**src/inc/fspp_regs.svh**
```systemverilog
// constants for the flash self-program protection block
// assumes lock and fuse bits arrive as stored levels, 1 = unprogrammed
//
// Functional notes
// RL1: lock and fuse bits read 1 as unprogrammed, 0 as programmed.
// RL2: software may program lock bits; only chip erase unprograms them. Here NRST_IN also reloads them to all ones.
// RL3: general write lock has no say over store instructions.
// RL4: general read/write lock restricts neither reads nor stores.
// RL5: application mode 1 leaves application access unrestricted.
// RL6: application mode 2 refuses stores to application, allows reads.
// RL7: application mode 3 refuses stores and boot-code reads of application.
// RL8: application mode 4 refuses boot-code reads of application only.
// RL9: application modes 3/4 with vectors in boot mask interrupts in application.
// RL10: boot mode 1 leaves boot access unrestricted.
// RL11: boot mode 2 refuses stores into the boot section.
// RL12: boot mode 3 refuses stores and application-code reads of boot.
// RL13: boot mode 4 refuses application-code reads of boot only.
// RL14: boot modes 3/4 with vectors in application mask interrupts in boot.
// RL15: reset vector is 0x0000 if fuse unprogrammed, else boot start.
// RL16: running code can never change a fuse.
// RL17: address is high pair byte over low pair byte.
// RL18: low address bits index word in page, high bits the page.
// RL19: software must erase and write the same page.
// RL20: target address is captured when an operation starts.
// RL21: lock-bit store ignores the address pair entirely.
// RL22: program reads are byte addressed, bit 0 picks the byte.
// RL23: stores start only when fetched from the boot section.
// RL24: undecodable lock patterns resolve to the more restrictive permission.
`ifndef FSPP_REGS_SVH
`define FSPP_REGS_SVH
`define FSPP_UNPROG        1'b1
`define FSPP_APP_RESET_VEC 16'h0000
`define FSPP_LOCK_RST      6'h3f
`define FSPP_BOOT_START    16'h1c00
`define FSPP_WORD_BITS     6
`endif

```
**src/inc/fspp_pkg.sv**
```systemverilog
// types for the flash self-program protection block
// assumes nothing beyond the constants header
package fspp_pkg;
   typedef enum logic [1:0] {
      FSPP_IDLE = 2'b00,
      FSPP_BUSY = 2'b01
   } fspp_state_t;
   typedef enum logic [1:0] {
      FSPP_OP_ERASE = 2'b00,
      FSPP_OP_WRITE = 2'b01,
      FSPP_OP_FILL  = 2'b10,
      FSPP_OP_LOCK  = 2'b11
   } fspp_op_t;
endpackage

```
**src/verilog/fspp_top.sv**
```systemverilog
// flash self-program protection: lock decode, reset vector, address split
// assumes the cpu core presents one request per cycle, synchronous to CLOCK_IN
`include "fspp_regs.svh"
module fspp_top
   import fspp_pkg::*;
#(
   parameter int WORD_BITS = `FSPP_WORD_BITS,
   parameter logic [15:0] BOOT_START = `FSPP_BOOT_START,
   parameter int OP_CYCLES = 4
) (
   input  wire logic        CLOCK_IN,
   input  wire logic        NRST_IN,
   input  wire logic        CE_IN,
   input  wire logic        CHIP_ERASE_IN,
   input  wire logic        BOOT_RESET_FUSE_IN,
   input  wire logic        VECTORS_IN_BOOT_IN,
   input  wire logic [15:0] EXEC_PC_IN,
   input  wire logic        STORE_REQ_IN,
   input  wire fspp_op_t    STORE_OP_IN,
   input  wire logic [7:0]  ADDR_PAIR_HIGH_IN,
   input  wire logic [7:0]  ADDR_PAIR_LOW_IN,
   input  wire logic [7:0]  LOCK_DATA_IN,
   input  wire logic        READ_REQ_IN,
   output logic             STORE_START_OUT,
   output logic             STORE_REFUSED_OUT,
   output logic             BUSY_OUT,
   output logic [15:0]      PAGE_INDEX_OUT,
   output logic [15:0]      WORD_IN_PAGE_OUT,
   output logic             READ_GRANT_OUT,
   output logic             READ_REFUSED_OUT,
   output logic [15:0]      READ_WORD_ADDR_OUT,
   output logic             READ_HIGH_BYTE_OUT,
   output logic             IRQ_BLOCK_OUT,
   output logic [15:0]      RESET_VECTOR_OUT,
   output logic [5:0]       LOCK_BITS_OUT
);

   initial begin
      if (WORD_BITS < 1 || WORD_BITS > 15) $error("WORD_BITS out of range");
      if (OP_CYCLES < 1 || OP_CYCLES > 255) $error("OP_CYCLES out of range");
   end

   ////////////////////////////////////////////////////////////////////////////
   // decode helpers
   // field is {hi, lo}; 1 = unprogrammed
   function automatic logic no_write(input logic [1:0] f);
      return f != {`FSPP_UNPROG, `FSPP_UNPROG} && f != {1'b0, `FSPP_UNPROG};
   endfunction
   function automatic logic no_cross_read(input logic [1:0] f);
      return f[1] != `FSPP_UNPROG; // RL24
   endfunction
   function automatic logic in_boot(input logic [15:0] a);
      return a >= BOOT_START;
   endfunction

   ////////////////////////////////////////////////////////////////////////////
   // lock bits: {boot_lock_hi, boot_lock_lo, app_lock_hi, app_lock_lo} + general
   fspp_state_t state;
   fspp_state_t next_state;
   logic [5:0] lock_bits;
   logic [5:0] next_lock_bits;
   logic [1:0] app_f;
   logic [1:0] boot_f;
   logic       pc_boot;
   assign app_f   = lock_bits[1:0]; // RL1
   assign boot_f  = lock_bits[3:2]; // RL1
   assign pc_boot = in_boot(EXEC_PC_IN);

   // lock store only clears bits; chip erase sets all back
   always_comb begin
      next_lock_bits = lock_bits;
      if (CHIP_ERASE_IN)
         next_lock_bits = `FSPP_LOCK_RST; // RL2
      else if (STORE_REQ_IN && pc_boot && STORE_OP_IN == FSPP_OP_LOCK && state == FSPP_IDLE)
         next_lock_bits = lock_bits & LOCK_DATA_IN[5:0]; // RL2 RL21
   end

   ////////////////////////////////////////////////////////////////////////////
   // store path: permission and address capture
   logic [7:0]  cnt;
   logic [7:0]  next_cnt;
   logic [15:0] zaddr;
   logic        tgt_boot;
   logic        st_ok;
   logic        st_go;
   assign zaddr    = {ADDR_PAIR_HIGH_IN, ADDR_PAIR_LOW_IN}; // RL17
   assign tgt_boot = in_boot(zaddr);
   // general lock bits [5:4] deliberately not consulted
   always_comb begin
      st_ok = 1'b1; // RL3 RL4 RL5 RL10
      if (STORE_OP_IN != FSPP_OP_LOCK && STORE_OP_IN != FSPP_OP_FILL)
         st_ok = tgt_boot ? !no_write(boot_f) : !no_write(app_f); // RL6 RL7 RL11 RL12
   end
   assign st_go = STORE_REQ_IN && pc_boot && state == FSPP_IDLE && st_ok; // RL23

   logic [15:0] page_q;
   logic [15:0] word_q;
   logic [15:0] next_page;
   logic [15:0] next_word;
   always_comb begin
      next_state = state;
      next_cnt   = cnt;
      next_page  = page_q;
      next_word  = word_q;
      unique case (state)
         FSPP_IDLE: begin
            if (st_go && STORE_OP_IN != FSPP_OP_LOCK) begin
               next_page  = zaddr >> WORD_BITS; // RL18 RL20
               next_word  = zaddr & ((16'h0001 << WORD_BITS) - 16'h0001); // RL18
               next_state = FSPP_BUSY;
               next_cnt   = 8'(OP_CYCLES - 1);
            end
         end
         FSPP_BUSY: begin
            if (cnt == 8'h00) next_state = FSPP_IDLE;
            else next_cnt = cnt - 8'h01;
         end
         default: next_state = FSPP_IDLE;
      endcase
   end

   ////////////////////////////////////////////////////////////////////////////
   // read path and interrupt masking
   logic [15:0] rd_addr;
   logic [15:0] rd_word;
   logic        rd_block;
   logic        irq_blk;
   assign rd_addr = zaddr;
   // byte address compared as a word address against the section boundary
   assign rd_word = {1'b0, rd_addr[15:1]}; // RL22
   always_comb begin
      rd_block = 1'b0;
      if (pc_boot && !in_boot(rd_word))
         rd_block = no_cross_read(app_f); // RL7 RL8
      else if (!pc_boot && in_boot(rd_word))
         rd_block = no_cross_read(boot_f); // RL12 RL13
   end
   always_comb begin
      irq_blk = 1'b0;
      if (!pc_boot && VECTORS_IN_BOOT_IN)
         irq_blk = no_cross_read(app_f); // RL9
      else if (pc_boot && !VECTORS_IN_BOOT_IN)
         irq_blk = no_cross_read(boot_f); // RL14
   end

   ////////////////////////////////////////////////////////////////////////////
   // registers
   always_ff @(posedge CLOCK_IN or negedge NRST_IN) begin
      if (!NRST_IN) begin
         state              <= FSPP_IDLE;
         cnt                <= 8'h00;
         page_q             <= 16'h0000;
         word_q             <= 16'h0000;
         lock_bits          <= `FSPP_LOCK_RST;
         STORE_START_OUT    <= 1'b0;
         STORE_REFUSED_OUT  <= 1'b0;
         BUSY_OUT           <= 1'b0;
         PAGE_INDEX_OUT     <= 16'h0000;
         WORD_IN_PAGE_OUT   <= 16'h0000;
         READ_GRANT_OUT     <= 1'b0;
         READ_REFUSED_OUT   <= 1'b0;
         READ_WORD_ADDR_OUT <= 16'h0000;
         READ_HIGH_BYTE_OUT <= 1'b0;
         IRQ_BLOCK_OUT      <= 1'b0;
         RESET_VECTOR_OUT   <= `FSPP_APP_RESET_VEC;
         LOCK_BITS_OUT      <= `FSPP_LOCK_RST;
      end else if (CE_IN) begin
         state              <= next_state;
         cnt                <= next_cnt;
         page_q             <= next_page;
         word_q             <= next_word;
         lock_bits          <= next_lock_bits;
         STORE_START_OUT    <= st_go;
         STORE_REFUSED_OUT  <= STORE_REQ_IN && !st_go; // RL23
         BUSY_OUT           <= next_state == FSPP_BUSY;
         PAGE_INDEX_OUT     <= next_page;
         WORD_IN_PAGE_OUT   <= next_word;
         READ_GRANT_OUT     <= READ_REQ_IN && !rd_block;
         READ_REFUSED_OUT   <= READ_REQ_IN && rd_block;
         READ_WORD_ADDR_OUT <= rd_word; // RL22
         READ_HIGH_BYTE_OUT <= rd_addr[0]; // RL22
         IRQ_BLOCK_OUT      <= irq_blk;
         // fuse is an input only; no store path reaches it
         RESET_VECTOR_OUT   <= (BOOT_RESET_FUSE_IN == `FSPP_UNPROG) ? // RL15 RL16
                               `FSPP_APP_RESET_VEC : BOOT_START;
         LOCK_BITS_OUT      <= next_lock_bits;
      end
   end

   ////////////////////////////////////////////////////////////////////////////
   // checks
   chk_app_write_lock: assert property (@(posedge CLOCK_IN) disable iff (!NRST_IN) // RL6
      CE_IN && STORE_REQ_IN && STORE_OP_IN == FSPP_OP_WRITE && !tgt_boot && app_f == 2'b10
      |=> !STORE_START_OUT) else $error("store into locked application started");
   chk_boot_write_lock: assert property (@(posedge CLOCK_IN) disable iff (!NRST_IN) // RL11
      CE_IN && STORE_REQ_IN && STORE_OP_IN == FSPP_OP_ERASE && tgt_boot && boot_f[0] == 1'b0
      |=> !STORE_START_OUT) else $error("store into locked boot started");
   chk_app_code_store: assert property (@(posedge CLOCK_IN) disable iff (!NRST_IN) // RL23
      CE_IN && STORE_REQ_IN && !pc_boot |=> STORE_REFUSED_OUT && !STORE_START_OUT)
      else $error("store from application code not refused");
   chk_boot_read_block: assert property (@(posedge CLOCK_IN) disable iff (!NRST_IN) // RL12
      CE_IN && READ_REQ_IN && !pc_boot && in_boot(rd_word) && boot_f == 2'b00
      |=> READ_REFUSED_OUT) else $error("application read of locked boot allowed");
   chk_app_read_block: assert property (@(posedge CLOCK_IN) disable iff (!NRST_IN) // RL8
      CE_IN && READ_REQ_IN && pc_boot && !in_boot(rd_word) && app_f == 2'b01
      |=> READ_REFUSED_OUT) else $error("boot read of locked application allowed");
   chk_read_free: assert property (@(posedge CLOCK_IN) disable iff (!NRST_IN) // RL5
      CE_IN && READ_REQ_IN && app_f == 2'b11 && boot_f == 2'b11 |=> READ_GRANT_OUT)
      else $error("unlocked read refused");
   chk_page_latch: assert property (@(posedge CLOCK_IN) disable iff (!NRST_IN) // RL20
      CE_IN && st_go && STORE_OP_IN != FSPP_OP_LOCK ##1 CE_IN && BUSY_OUT
      |=> $stable(PAGE_INDEX_OUT)) else $error("page changed while busy");
   chk_lock_sticky: assert property (@(posedge CLOCK_IN) disable iff (!NRST_IN) // RL2
      CE_IN && !CHIP_ERASE_IN |=> (LOCK_BITS_OUT & ~$past(LOCK_BITS_OUT)) == 6'h00)
      else $error("lock bit unprogrammed without chip erase");
   chk_reset_vector: assert property (@(posedge CLOCK_IN) disable iff (!NRST_IN) // RL15
      CE_IN && BOOT_RESET_FUSE_IN |=> RESET_VECTOR_OUT == 16'h0000)
      else $error("reset vector wrong for unprogrammed fuse");
   chk_irq_mask: assert property (@(posedge CLOCK_IN) disable iff (!NRST_IN) // RL9
      CE_IN && !pc_boot && VECTORS_IN_BOOT_IN && app_f[1] == 1'b0 |=> IRQ_BLOCK_OUT)
      else $error("interrupts not masked in application");

endmodule // fspp_top

```
**config.mk**
```make
export PLATFORM = sky130hd
export DESIGN_NAME = fspp_top
export DESIGN_NICKNAME = d
export VERILOG_FILES = /design/src/inc/fspp_pkg.sv /design/src/verilog/fspp_top.sv
export VERILOG_INCLUDE_DIRS = /design/src /design/src/inc
export SDC_FILE = /design/constraint.sdc
export NUM_CORES = 1
export LEC_CHECK = 0
export BUFFER_PORTS_ARGS = -buffer_cell sky130_fd_sc_hd__buf_4
export CAP_MARGIN = 20
export CORE_UTILIZATION = 42
export CTS_CLUSTER_SIZE = 12
export DETAILED_ROUTE_END_ITERATION = 10
export HOLD_SLACK_MARGIN = 0.08
export PLACE_DENSITY_LB_ADDON = 0.08
export SLEW_MARGIN = 20
export SYNTH_ARGS = -nofsm -noshare
export SYNTH_HDL_FRONTEND = slang
export SYNTH_SLANG_ARGS = --single-unit
```
**constraint.sdc**
```tcl
create_clock -name CLOCK_IN -period 1.5 [get_ports CLOCK_IN]
set_input_delay 0.3 -clock CLOCK_IN [delete_from_list [all_inputs] [get_ports CLOCK_IN]]
set_output_delay 0.3 -clock CLOCK_IN [all_outputs]
set_load 0.005 [all_outputs]
```
==> results.sh, run 1 <==
export IMPL_clk_pin_slew_worst_paths_ns=0.10
export IMPL_setup_viol=10
export IMPL_required_ns=1.74
export IMPL_dp_cells=439
export IMPL_hold_ws_ns=0.1785
export IMPL_ys_types=50
export IMPL_clock_latency_ns=0.30
export IMPL_clock_fmax_mhz=603.6
export IMPL_synth_edf_count=0
export IMPL_hold_viol_final=0
export IMPL_clockBufferDepth=2
export IMPL_crit_type="reg2reg"
export IMPL_grt_max_degree=34
export IMPL_cp_start_kind="register"
export IMPL_critPathArrivalTime_ns=1.90
export IMPL_grt_pass1_vias=2051
export IMPL_nets=429
export IMPL_post_route_util_pct=62.57
export IMPL_grt_first_pass_wirelength_microns=9114
export IMPL_drive_gt1_share_pct=48.41
export IMPL_pwr_density_cell_nw_per_um2=1191
export IMPL_cap_violations=0
export IMPL_die_area_sq_um=6747
export IMPL_core_area_sq_um=6061
export IMPL_layout_min_cycle_time_ns=1.657
export IMPL_firstDrtPassIters=4
export IMPL_antenna_cells=0
export IMPL_yosysSeqAreaShare_pct=51.30
export IMPL_synthToLayoutAreaGrowth_pct=40.58
export IMPL_highest_layer="met4"
export IMPL_ant_nets=0
export IMPL_drc=0
export IMPL_hold_path_class="in2reg"
export IMPL_rsz0062_at_grt="yes"
export IMPL_synth_avg_cell_area_sq_um=10.46
export IMPL_skew_ns=0.006623
export IMPL_power_leakage_nw=1.862
export IMPL_clock_sinks=55
export IMPL_worstSetupEndpointType="register"
export IMPL_routed_via_count=2126
export IMPL_worst_slack_ns=-0.1566
export IMPL_ys_async_sr_fraction_pct=100.0
export IMPL_drt_iter0_drc=52
export IMPL_critPathMaxFanout=4
export IMPL_start_util_pct=44.51
export IMPL_cts_made_buffers=5
export IMPL_ir_drop_uv=653.1
export IMPL_antenna_found_initial=0
export IMPL_ios=127
export IMPL_synth_flop_cell="dfrtp_1"
export IMPL_fin_crit_sh_pct=110.4
export IMPL_total_power_mw=4.518
export IMPL_routed_wirelength_microns=5919
export IMPL_die_w_microns=82.14
export IMPL_grt_ovfl_total=0
export IMPL_wl_met1_microns=2496
export IMPL_viasPerCell=4.693
export IMPL_dp_hpwl_microns=4284
export IMPL_cts_root_buf="clkbuf_8"
export IMPL_gp_congestion=0.7441
export IMPL_ys_warn_count=0
export IMPL_layout_commonest_cell="buf_4"
export IMPL_htree_levels=2
export IMPL_violations="setup timing"
export IMPL_layout_common_cells="buf_4, nand2_1, dfrtp_1, conb_1, mux2_2"
export IMPL_wl_per_cell_microns=13.07
export IMPL_slew_violations=0
export IMPL_syn_cell_area_sq_um=2698
export IMPL_die_y_microns=82.14
export IMPL_synth_cells=258
export IMPL_status="complete, but fails checks"
export IMPL_numPortBuffers=84
export IMPL_grt_usage_pct=18.01
export IMPL_dr_wl_met2_microns=3006
export IMPL_fin_cells=453
export IMPL_ys_ff_latch=55
export IMPL_cts_tree="done"
export IMPL_row_count=28
export IMPL_met3WireLength_microns=355
## metal layers
metal / vias up / GRT usage [%]
met3: 6 / 5.495
met4: 0 / 5.263
met5: - / 0
met1: 1013 / 21.62
met2: 69 / 30.99
li1: 1038 / -
## power breakdown
group | switching, mW | internal, mW
clock | 0.487 | 0.330
sequential | 0.230 | 1.83
combinational | 0.682 | 0.962
total | 1.40 | 3.12
## registers in the layout, indices dropped and copies added (netlist names), 2 cells and up
| signal | flops |
|---|---|
| READ_WORD_ADDR_OUT | 15 |
| state | 2 |
| page_q | 10 |
| WORD_IN_PAGE_OUT | 6 |
| lock_bits | 6 |
| cnt | 8 |
## Yosys cell counts, drive strengths merged, types with 2 or more instances
library cell	number	area (sq um)
nand3	5	30.03
nor2	7	28.78
nand2	68	255.2
dfstp	6	157.7
ha	2	25.02
o31ai	2	15.01
o21ai	8	40.03
mux2	19	214.0
o2bb2ai	2	17.52
nor3	6	35.03
nand2b	4	25.02
dfrtp	49	1226
and2	2	12.51
buf	37	286.5
mux2i	3	30.03
a21o	2	15.01
inv	5	18.77
clkbuf	2	7.510
a21oi	5	32.53
a211oi	2	20.02
and3	2	12.51
## critical path, stage by stage (launching register included)
cell	delay, ns
dfrtp_1	0.41
nand2b_4	0.18
a211oi_4	0.33
nor2_4	0.07
or4b_4	0.48
a21oi_2	0.12
## path summary, 6_finish.rpt
| check | startpoint | endpoint | slack, ns | cells after the start |
|---|---|---|---|---|
| worst max-delay path | state[1] | cnt[6] | -0.16 | 5 |
| worst min-delay path | BOOT_RESET_FUSE_IN | RESET_VECTOR_OUT[11] | 0.18 | 2 |
| worst max register to register | state[1] | cnt[6] | -0.16 | 5 |
| worst min register to register | page_q[9] | page_q[9] | 0.48 | 2 |
| max in group asynchronous | NRST_IN | lock_bits[2] | 0.70 | 3 |
| min in group asynchronous | NRST_IN | READ_GRANT_OUT | 0.34 | 2 |
## kinds of logic (layout without fill, tap and decap cells)
logic type | count (synthesis) | after routing | share of synthesized area (%)
other | 1 | 30 | 0.1390
DFF | 55 | 55 | 51.30
muxes | 22 | 22 | 9.044
adders and majority gates | 2 | 2 | 0.9275
buffers and inverters | 44 | 135 | 11.60
AOI/OAI and AO/OA | 30 | 30 | 8.998
and+or+nand+nor | 104 | 104 | 18.00
## cell type report
cell class / instances / area (sq um)
Clock buffer: 5 / 68.82
Clock inverter: 3 / 18.77
Fill cell: 539 / 2268
Inverter: 5 / 18.77
Multi-Input combinational cell: 188 / 1249
Sequential cell: 55 / 1385
Tap cell: 75 / 93.84
Timing Repair Buffer: 122 / 958.4
## metrics by stage
stage | setup slack, ns | setup TNS, ns | cell area (sq um)
after global placement | -0.1866 | -4.599 | 3543
after detailed placement | -0.2244 | -5.200 | 3543
after global routing | -0.2230 | -2.676 | 3792
after CTS | -0.1222 | -0.8775 | 3714
after floorplan | -0.07860 | -0.3424 | 2861
final | -0.1566 | -1.251 | 3792
## timing repair
item,CTS,global route
pin swaps,8,16
resized for setup,12,19
setup endpoints to repair,32,32
hold buffers,1,0
buffers inserted,2,3
hold endpoints to repair,49,0
Power figures use the tool's default switching activity.
==> run 2, diff against run 1 <==
--- a/config.mk
+++ b/config.mk
@@ -9,10 +9,12 @@
 export BUFFER_PORTS_ARGS = -buffer_cell sky130_fd_sc_hd__buf_4
 export CAP_MARGIN = 20
 export CORE_UTILIZATION = 42
+export CTS_BUF_LIST = sky130_fd_sc_hd__clkbuf_16
 export CTS_CLUSTER_SIZE = 12
 export DETAILED_ROUTE_END_ITERATION = 10
 export HOLD_SLACK_MARGIN = 0.08
 export PLACE_DENSITY_LB_ADDON = 0.08
+export SETUP_SLACK_MARGIN = 0.1
 export SLEW_MARGIN = 20
 export SYNTH_ARGS = -nofsm -noshare
 export SYNTH_HDL_FRONTEND = slang
==> results.sh, run 2 (same netlist as run 1, synthesis figures left out) <==
export IMPL_status="complete, but fails checks"
export IMPL_viasPerCell=4.793
export IMPL_layout_min_cycle_time_ns=1.629
export IMPL_pwr_density_cell_nw_per_um2=1236
export IMPL_core_area_sq_um=6061
export IMPL_layout_common_cells="buf_4, nand2_1, dfrtp_1, conb_1, mux2_2"
export IMPL_setup_viol=21
export IMPL_cts_root_buf="clkbuf_16"
export IMPL_regMostFlops="READ_WORD_ADDR_OUT"
export IMPL_hold_viol_final=0
export IMPL_synthToLayoutAreaGrowth_pct=50.70
export IMPL_routed_wirelength_microns=6225
export IMPL_grt_usage_pct=19.32
export IMPL_violations="setup timing"
export IMPL_clock_fmax_mhz=614.0
export IMPL_layout_commonest_cell="buf_4"
export IMPL_power_leakage_nw=1.970
export IMPL_antenna_cells=0
export IMPL_antenna_found_initial=0
export IMPL_clk_pin_slew_worst_paths_ns=0.08
export IMPL_wl_per_cell_microns=13.56
export IMPL_fin_cells=459
export IMPL_required_ns=1.72
export IMPL_cts_made_buffers=5
export IMPL_cp_num_buf_inv=2
export IMPL_skew_ns=0.005065
export IMPL_die_w_microns=82.14
export IMPL_cap_violations=0
export IMPL_cp_cell_sequence="inv_2 -> ha_4 -> nor4bb_4 -> nand2_1 -> o21ai_4 -> buf_6 -> nor4b_4 -> mux2i_1"
export IMPL_hold_path_class="in2reg"
export IMPL_start_util_pct=44.51
export IMPL_firstDrtPassIters=4
export IMPL_pre_cts_ws_ns=-0.2856
export IMPL_drt_iter0_drc=85
export IMPL_clockBufferDepth=2
export IMPL_r2r_start="cnt[0]"
export IMPL_crit_type="reg2reg"
export IMPL_cts_tree="done"
export IMPL_drc=0
export IMPL_top_regs="READ_WORD_ADDR_OUT (15), page_q (10), cnt (8)"
export IMPL_cp_slowest_cell="dfrtp_1"
export IMPL_critPathArrivalTime_ns=1.85
export IMPL_htree_levels=2
export IMPL_worst_slack_ns=-0.1286
export IMPL_die_area_sq_um=6747
export IMPL_dp_hpwl_microns=4396
export IMPL_grt_first_pass_wirelength_microns=9867
export IMPL_clock_sinks=55
export IMPL_startpoint="cnt[0]"
export IMPL_critPathMaxStageDelay_ns=0.37
export IMPL_routed_via_count=2200
export IMPL_numPortBuffers=84
export IMPL_worst_path_dominant_cell_family="simple AND/OR/NAND/NOR gates"
export IMPL_critPathMaxFanout=5
export IMPL_die_y_microns=82.14
export IMPL_fillers=489
export IMPL_fin_crit_sh_pct=108.6
export IMPL_row_count=28
export IMPL_rsz0062_at_grt="yes"
export IMPL_grt_max_degree=32
export IMPL_gp_congestion=0.8364
export IMPL_slew_violations=0
export IMPL_dp_cells=439
export IMPL_drive_gt1_share_pct=55.47
export IMPL_setup_tns_ns=-1.543
export IMPL_nets=435
export IMPL_worstSetupEndpointType="register"
export IMPL_largest_reg_flops=15
export IMPL_worstHoldStart="ADDR_PAIR_LOW_IN[3]"
export IMPL_clock_latency_ns=0.29
export IMPL_ant_nets=0
export IMPL_ios=127
export IMPL_ir_drop_uv=808.2
export IMPL_grt_pass1_vias=2135
export IMPL_post_route_util_pct=67.07
export IMPL_grt_ovfl_total=0
export IMPL_cp_start_kind="register"
## run 2: cell count changes in the layout (fill, tap and decap cells not counted), sizes merged
cell,previous run,this run
buf,121,127
clkinv,2,1
clkinvlp,0,1
## run 2: what timing repair did
action	CTS	global route
pin swaps	20	25
hold endpoints to repair	24	0
endpoints found under the setup margin	32	32
gates cloned	1	0
setup buffers	7	4
gates resized for setup	31	37
hold buffers	1	0
## run 2: through the flow
step / instance area [sq um] / power, mW / hold WS [ns]
finish: 4065 / 5.026 / 0.2041
global route: 4065 / 5.343 / 0.2034
CTS: 3904 / 4.892 / 0.1991
detailed placement: 3543 / 3.544 / 0.2639
global placement: 3543 / 3.509 / 0.2666
floorplan: 2861 / 2.737 / 0.004409
## run 2: area by class of cell
type	instances	area, sq um	share of cell area (%)
clock buffer	5	125.1	3.078
clock inverter	3	23.77	0.5848
inverter	5	18.77	0.4617
multi-input combinational	188	1376	33.86
sequential	55	1384	34.04
tap	75	93.84	2.308
timing repair buffer	128	1044	25.67
## run 2: worst paths after layout
check | to | slack [ns] | depth (start not counted)
max | cnt[3] | -0.13 | 8
max reg2reg | cnt[3] | -0.13 | 8
min | WORD_IN_PAGE_OUT[3] | 0.20 | 3
min in group asynchronous | IRQ_BLOCK_OUT | 0.49 | 2
max in group asynchronous | page_q[5] | 0.53 | 3
min reg2reg | lock_bits[4] | 0.48 | 2
## run 2: layer usage
metal | wire, microns | track usage, %
met1 | 2725 | 25.16
met2 | 3107 | 31.40
met3 | 359 | 5.385
met4 | 33 | 5.439
met5 | 0 | 0
## run 2: report_power, final
part | internal (mW) | switching, mW | total, mW | leakage [nW]
registers | 1.83 | 0.234 | 2.06 | 0.664
clock network | 0.630 | 0.576 | 1.21 | 0.0717
logic | 1.01 | 0.745 | 1.76 | 1.23
total | 3.47 | 1.55 | 5.03 | 1.97
## run 2: tightest hold or removal path: stages
cell and delay, ns:
buf_4 0.09, nand2_2 0.04, nand2_1 0.04
==> run 3, diff against run 2 <==
--- a/config.mk
+++ b/config.mk
@@ -6,12 +6,14 @@
 export SDC_FILE = /design/constraint.sdc
 export NUM_CORES = 1
 export LEC_CHECK = 0
+export ABC_AREA = 0
 export BUFFER_PORTS_ARGS = -buffer_cell sky130_fd_sc_hd__buf_4
 export CAP_MARGIN = 20
 export CORE_UTILIZATION = 42
 export CTS_BUF_LIST = sky130_fd_sc_hd__clkbuf_16
 export CTS_CLUSTER_SIZE = 12
 export DETAILED_ROUTE_END_ITERATION = 10
+export GPL_TIMING_DRIVEN = 0
 export HOLD_SLACK_MARGIN = 0.08
 export PLACE_DENSITY_LB_ADDON = 0.08
 export SETUP_SLACK_MARGIN = 0.1
==> results.sh, run 3 (same netlist as run 1, synthesis figures left out) <==
export IMPL_crit_type="reg2reg"
export IMPL_grt_ovfl_total=0
export IMPL_antenna_cells=0
export IMPL_regMostFlops="READ_WORD_ADDR_OUT"
export IMPL_critPathMaxFanout=3
export IMPL_wl_per_cell_microns=13.55
export IMPL_clock_latency_ns=0.29
export IMPL_start_util_pct=44.51
export IMPL_grt_usage_pct=20.08
export IMPL_top_regs="READ_WORD_ADDR_OUT (15), page_q (10), cnt (8)"
export IMPL_layout_common_cells="buf_4, dfrtp_1, nand2_1, conb_1, nand2_2"
export IMPL_grt_pass1_vias=2137
export IMPL_grt_first_pass_wirelength_microns=10210
export IMPL_fin_area_sq_um=4116
export IMPL_ios=127
export IMPL_core_area_sq_um=6061
export IMPL_die_w_microns=82.14
export IMPL_cap_violations=0
export IMPL_critPathMaxStageDelay_ns=0.41
export IMPL_layout_min_cycle_time_ns=1.623
export IMPL_numPortBuffers=83
export IMPL_required_ns=1.70
export IMPL_clockBufferDepth=2
export IMPL_ant_nets=0
export IMPL_synthToLayoutAreaGrowth_pct=52.60
export IMPL_max_slew_margin_rel_pct=53.70
export IMPL_clk_pin_slew_worst_paths_ns=0.07
export IMPL_clock_fmax_mhz=616.2
export IMPL_firstDrtPassIters=4
export IMPL_r2r_slack_ns=-0.12
export IMPL_pwr_density_cell_nw_per_um2=1200
export IMPL_viasPerCell=4.694
export IMPL_skew_ns=0.004742
export IMPL_antenna_found_initial=0
export IMPL_worst_slew_pin_slew_ns=0.6944
export IMPL_worst_slack_ns=-0.1228
export IMPL_nets=450
export IMPL_violations="setup timing"
export IMPL_cp_cell_sequence="inv_1 -> ha_2 -> inv_1 -> or3_1 -> nor3_4 -> mux2i_1"
export IMPL_row_count=28
export IMPL_gp_congestion=0.7291
export IMPL_rsz0062_at_grt="yes"
export IMPL_die_area_sq_um=6747
export IMPL_crit_top_cell="inv_1"
export IMPL_cp_start_kind="register"
export IMPL_hold_viol_final=0
export IMPL_clock_sinks=55
export IMPL_dp_hpwl_microns=4253
export IMPL_cts_tree="done"
export IMPL_fin_crit_sh_pct=108.2
export IMPL_setup_viol=12
export IMPL_layout_commonest_cell="buf_4"
export IMPL_htree_levels=2
export IMPL_power_leakage_nw=2.025
export IMPL_cts_made_buffers=5
export IMPL_worstSetupEndpointType="register"
export IMPL_drt_iter0_drc=73
export IMPL_place_area_sq_um=3578
export IMPL_largest_reg_flops=15
export IMPL_routed_via_count=2225
export IMPL_cp_slowest_cell="or3_1"
export IMPL_cts_root_buf="clkbuf_16"
export IMPL_drive_gt1_share_pct=55.64
export IMPL_worst_path_dominant_cell_family="simple AND/OR/NAND/NOR gates"
export IMPL_slew_violations=0
export IMPL_setup_tns_ns=-0.8233
export IMPL_die_y_microns=82.14
export IMPL_routed_wirelength_microns=6425
export IMPL_status="complete, but fails checks"
export IMPL_grt_max_degree=56
export IMPL_hold_path_class="in2reg"
export IMPL_drc=0
export IMPL_cp_num_buf_inv=2
export IMPL_critPathArrivalTime_ns=1.83
export IMPL_ir_drop_uv=649.4
==> run 3: changes by cell type in the layout (fill, tap and decap cells not counted), moves of 4 or more <==
cell / change
buf_4: +10
nand2_2: +7
o21ai_1: +4
o21ai_2: -6
nand2_1: -7
==> run 3: timing repair <==
action | 4_1_cts | 5_1_grt
cloned | 1 | 1
pin swaps | 21 | 14
endpoints found under the setup margin | 32 | 36
hold buffers | 1 | 0
setup buffers | 18 | 0
endpoints found under the hold margin | 2 | 0
resized for setup | 42 | 19
==> run 3: worst paths after layout <==
| path | from | end | cells after the start |
|---|---|---|---|
| setup / recovery | cnt[1] | cnt[4] | 6 |
| setup reg to reg | cnt[1] | cnt[4] | 6 |
| min in group asynchronous | NRST_IN | IRQ_BLOCK_OUT | 2 |
| hold / removal | BOOT_RESET_FUSE_IN | RESET_VECTOR_OUT[11] | 2 |
| max in group asynchronous | NRST_IN | state[0] | 2 |
| hold reg to reg | page_q[3] | page_q[3] | 2 |
==> run 3: per-layer routing <==
metal | vias up | global-route usage (%) | part of all wire, %
met2 | 91 | 33.88 | 49
li1 | 1088 | - | -
met5 | - | 0 | 0
met3 | 8 | 5.275 | 8.2
met4 | 0 | 4.737 | 1.6
met1 | 1038 | 25.71 | 41
==> run 3: per-stage QoR <==
stage	cells	setup slack, ns	util (%)	hold slack, ns	power, mW
2_1_floorplan	287	-0.07860	-	0.004409	2.737
3_3_place_gp	445	-0.3319	59.04	0.3969	3.351
3_5_place_dp	445	-0.3608	59.04	0.3901	3.392
4_1_cts	473	-0.07152	66.39	0.1954	4.862
5_1_grt	474	-0.1996	67.92	0.2056	5.250
6_report	474	-0.1228	67.92	0.1951	4.938
==> run 3: final cells by class <==
type	instances	area (sq um)
flip-flops and latches	55	1385
inverters	5	18.77
clock buffers	5	125.1
fillers	483	1944
plain buffers	39	315.3
clock inverters	3	20.02
multi-input cells	188	1319
repair buffers	104	839.6
well taps	75	93.84
==> run 3: report_power, final <==
| group | leakage (nW) | total, mW | switching [mW] | internal (mW) |
|---|---|---|---|---|
| logic | 1.29 | 1.65 | 0.677 | 0.972 |
| registers | 0.663 | 2.14 | 0.310 | 1.83 |
| clock network | 0.0716 | 1.15 | 0.531 | 0.620 |
| total | 2.02 | 4.94 | 1.52 | 3.42 |
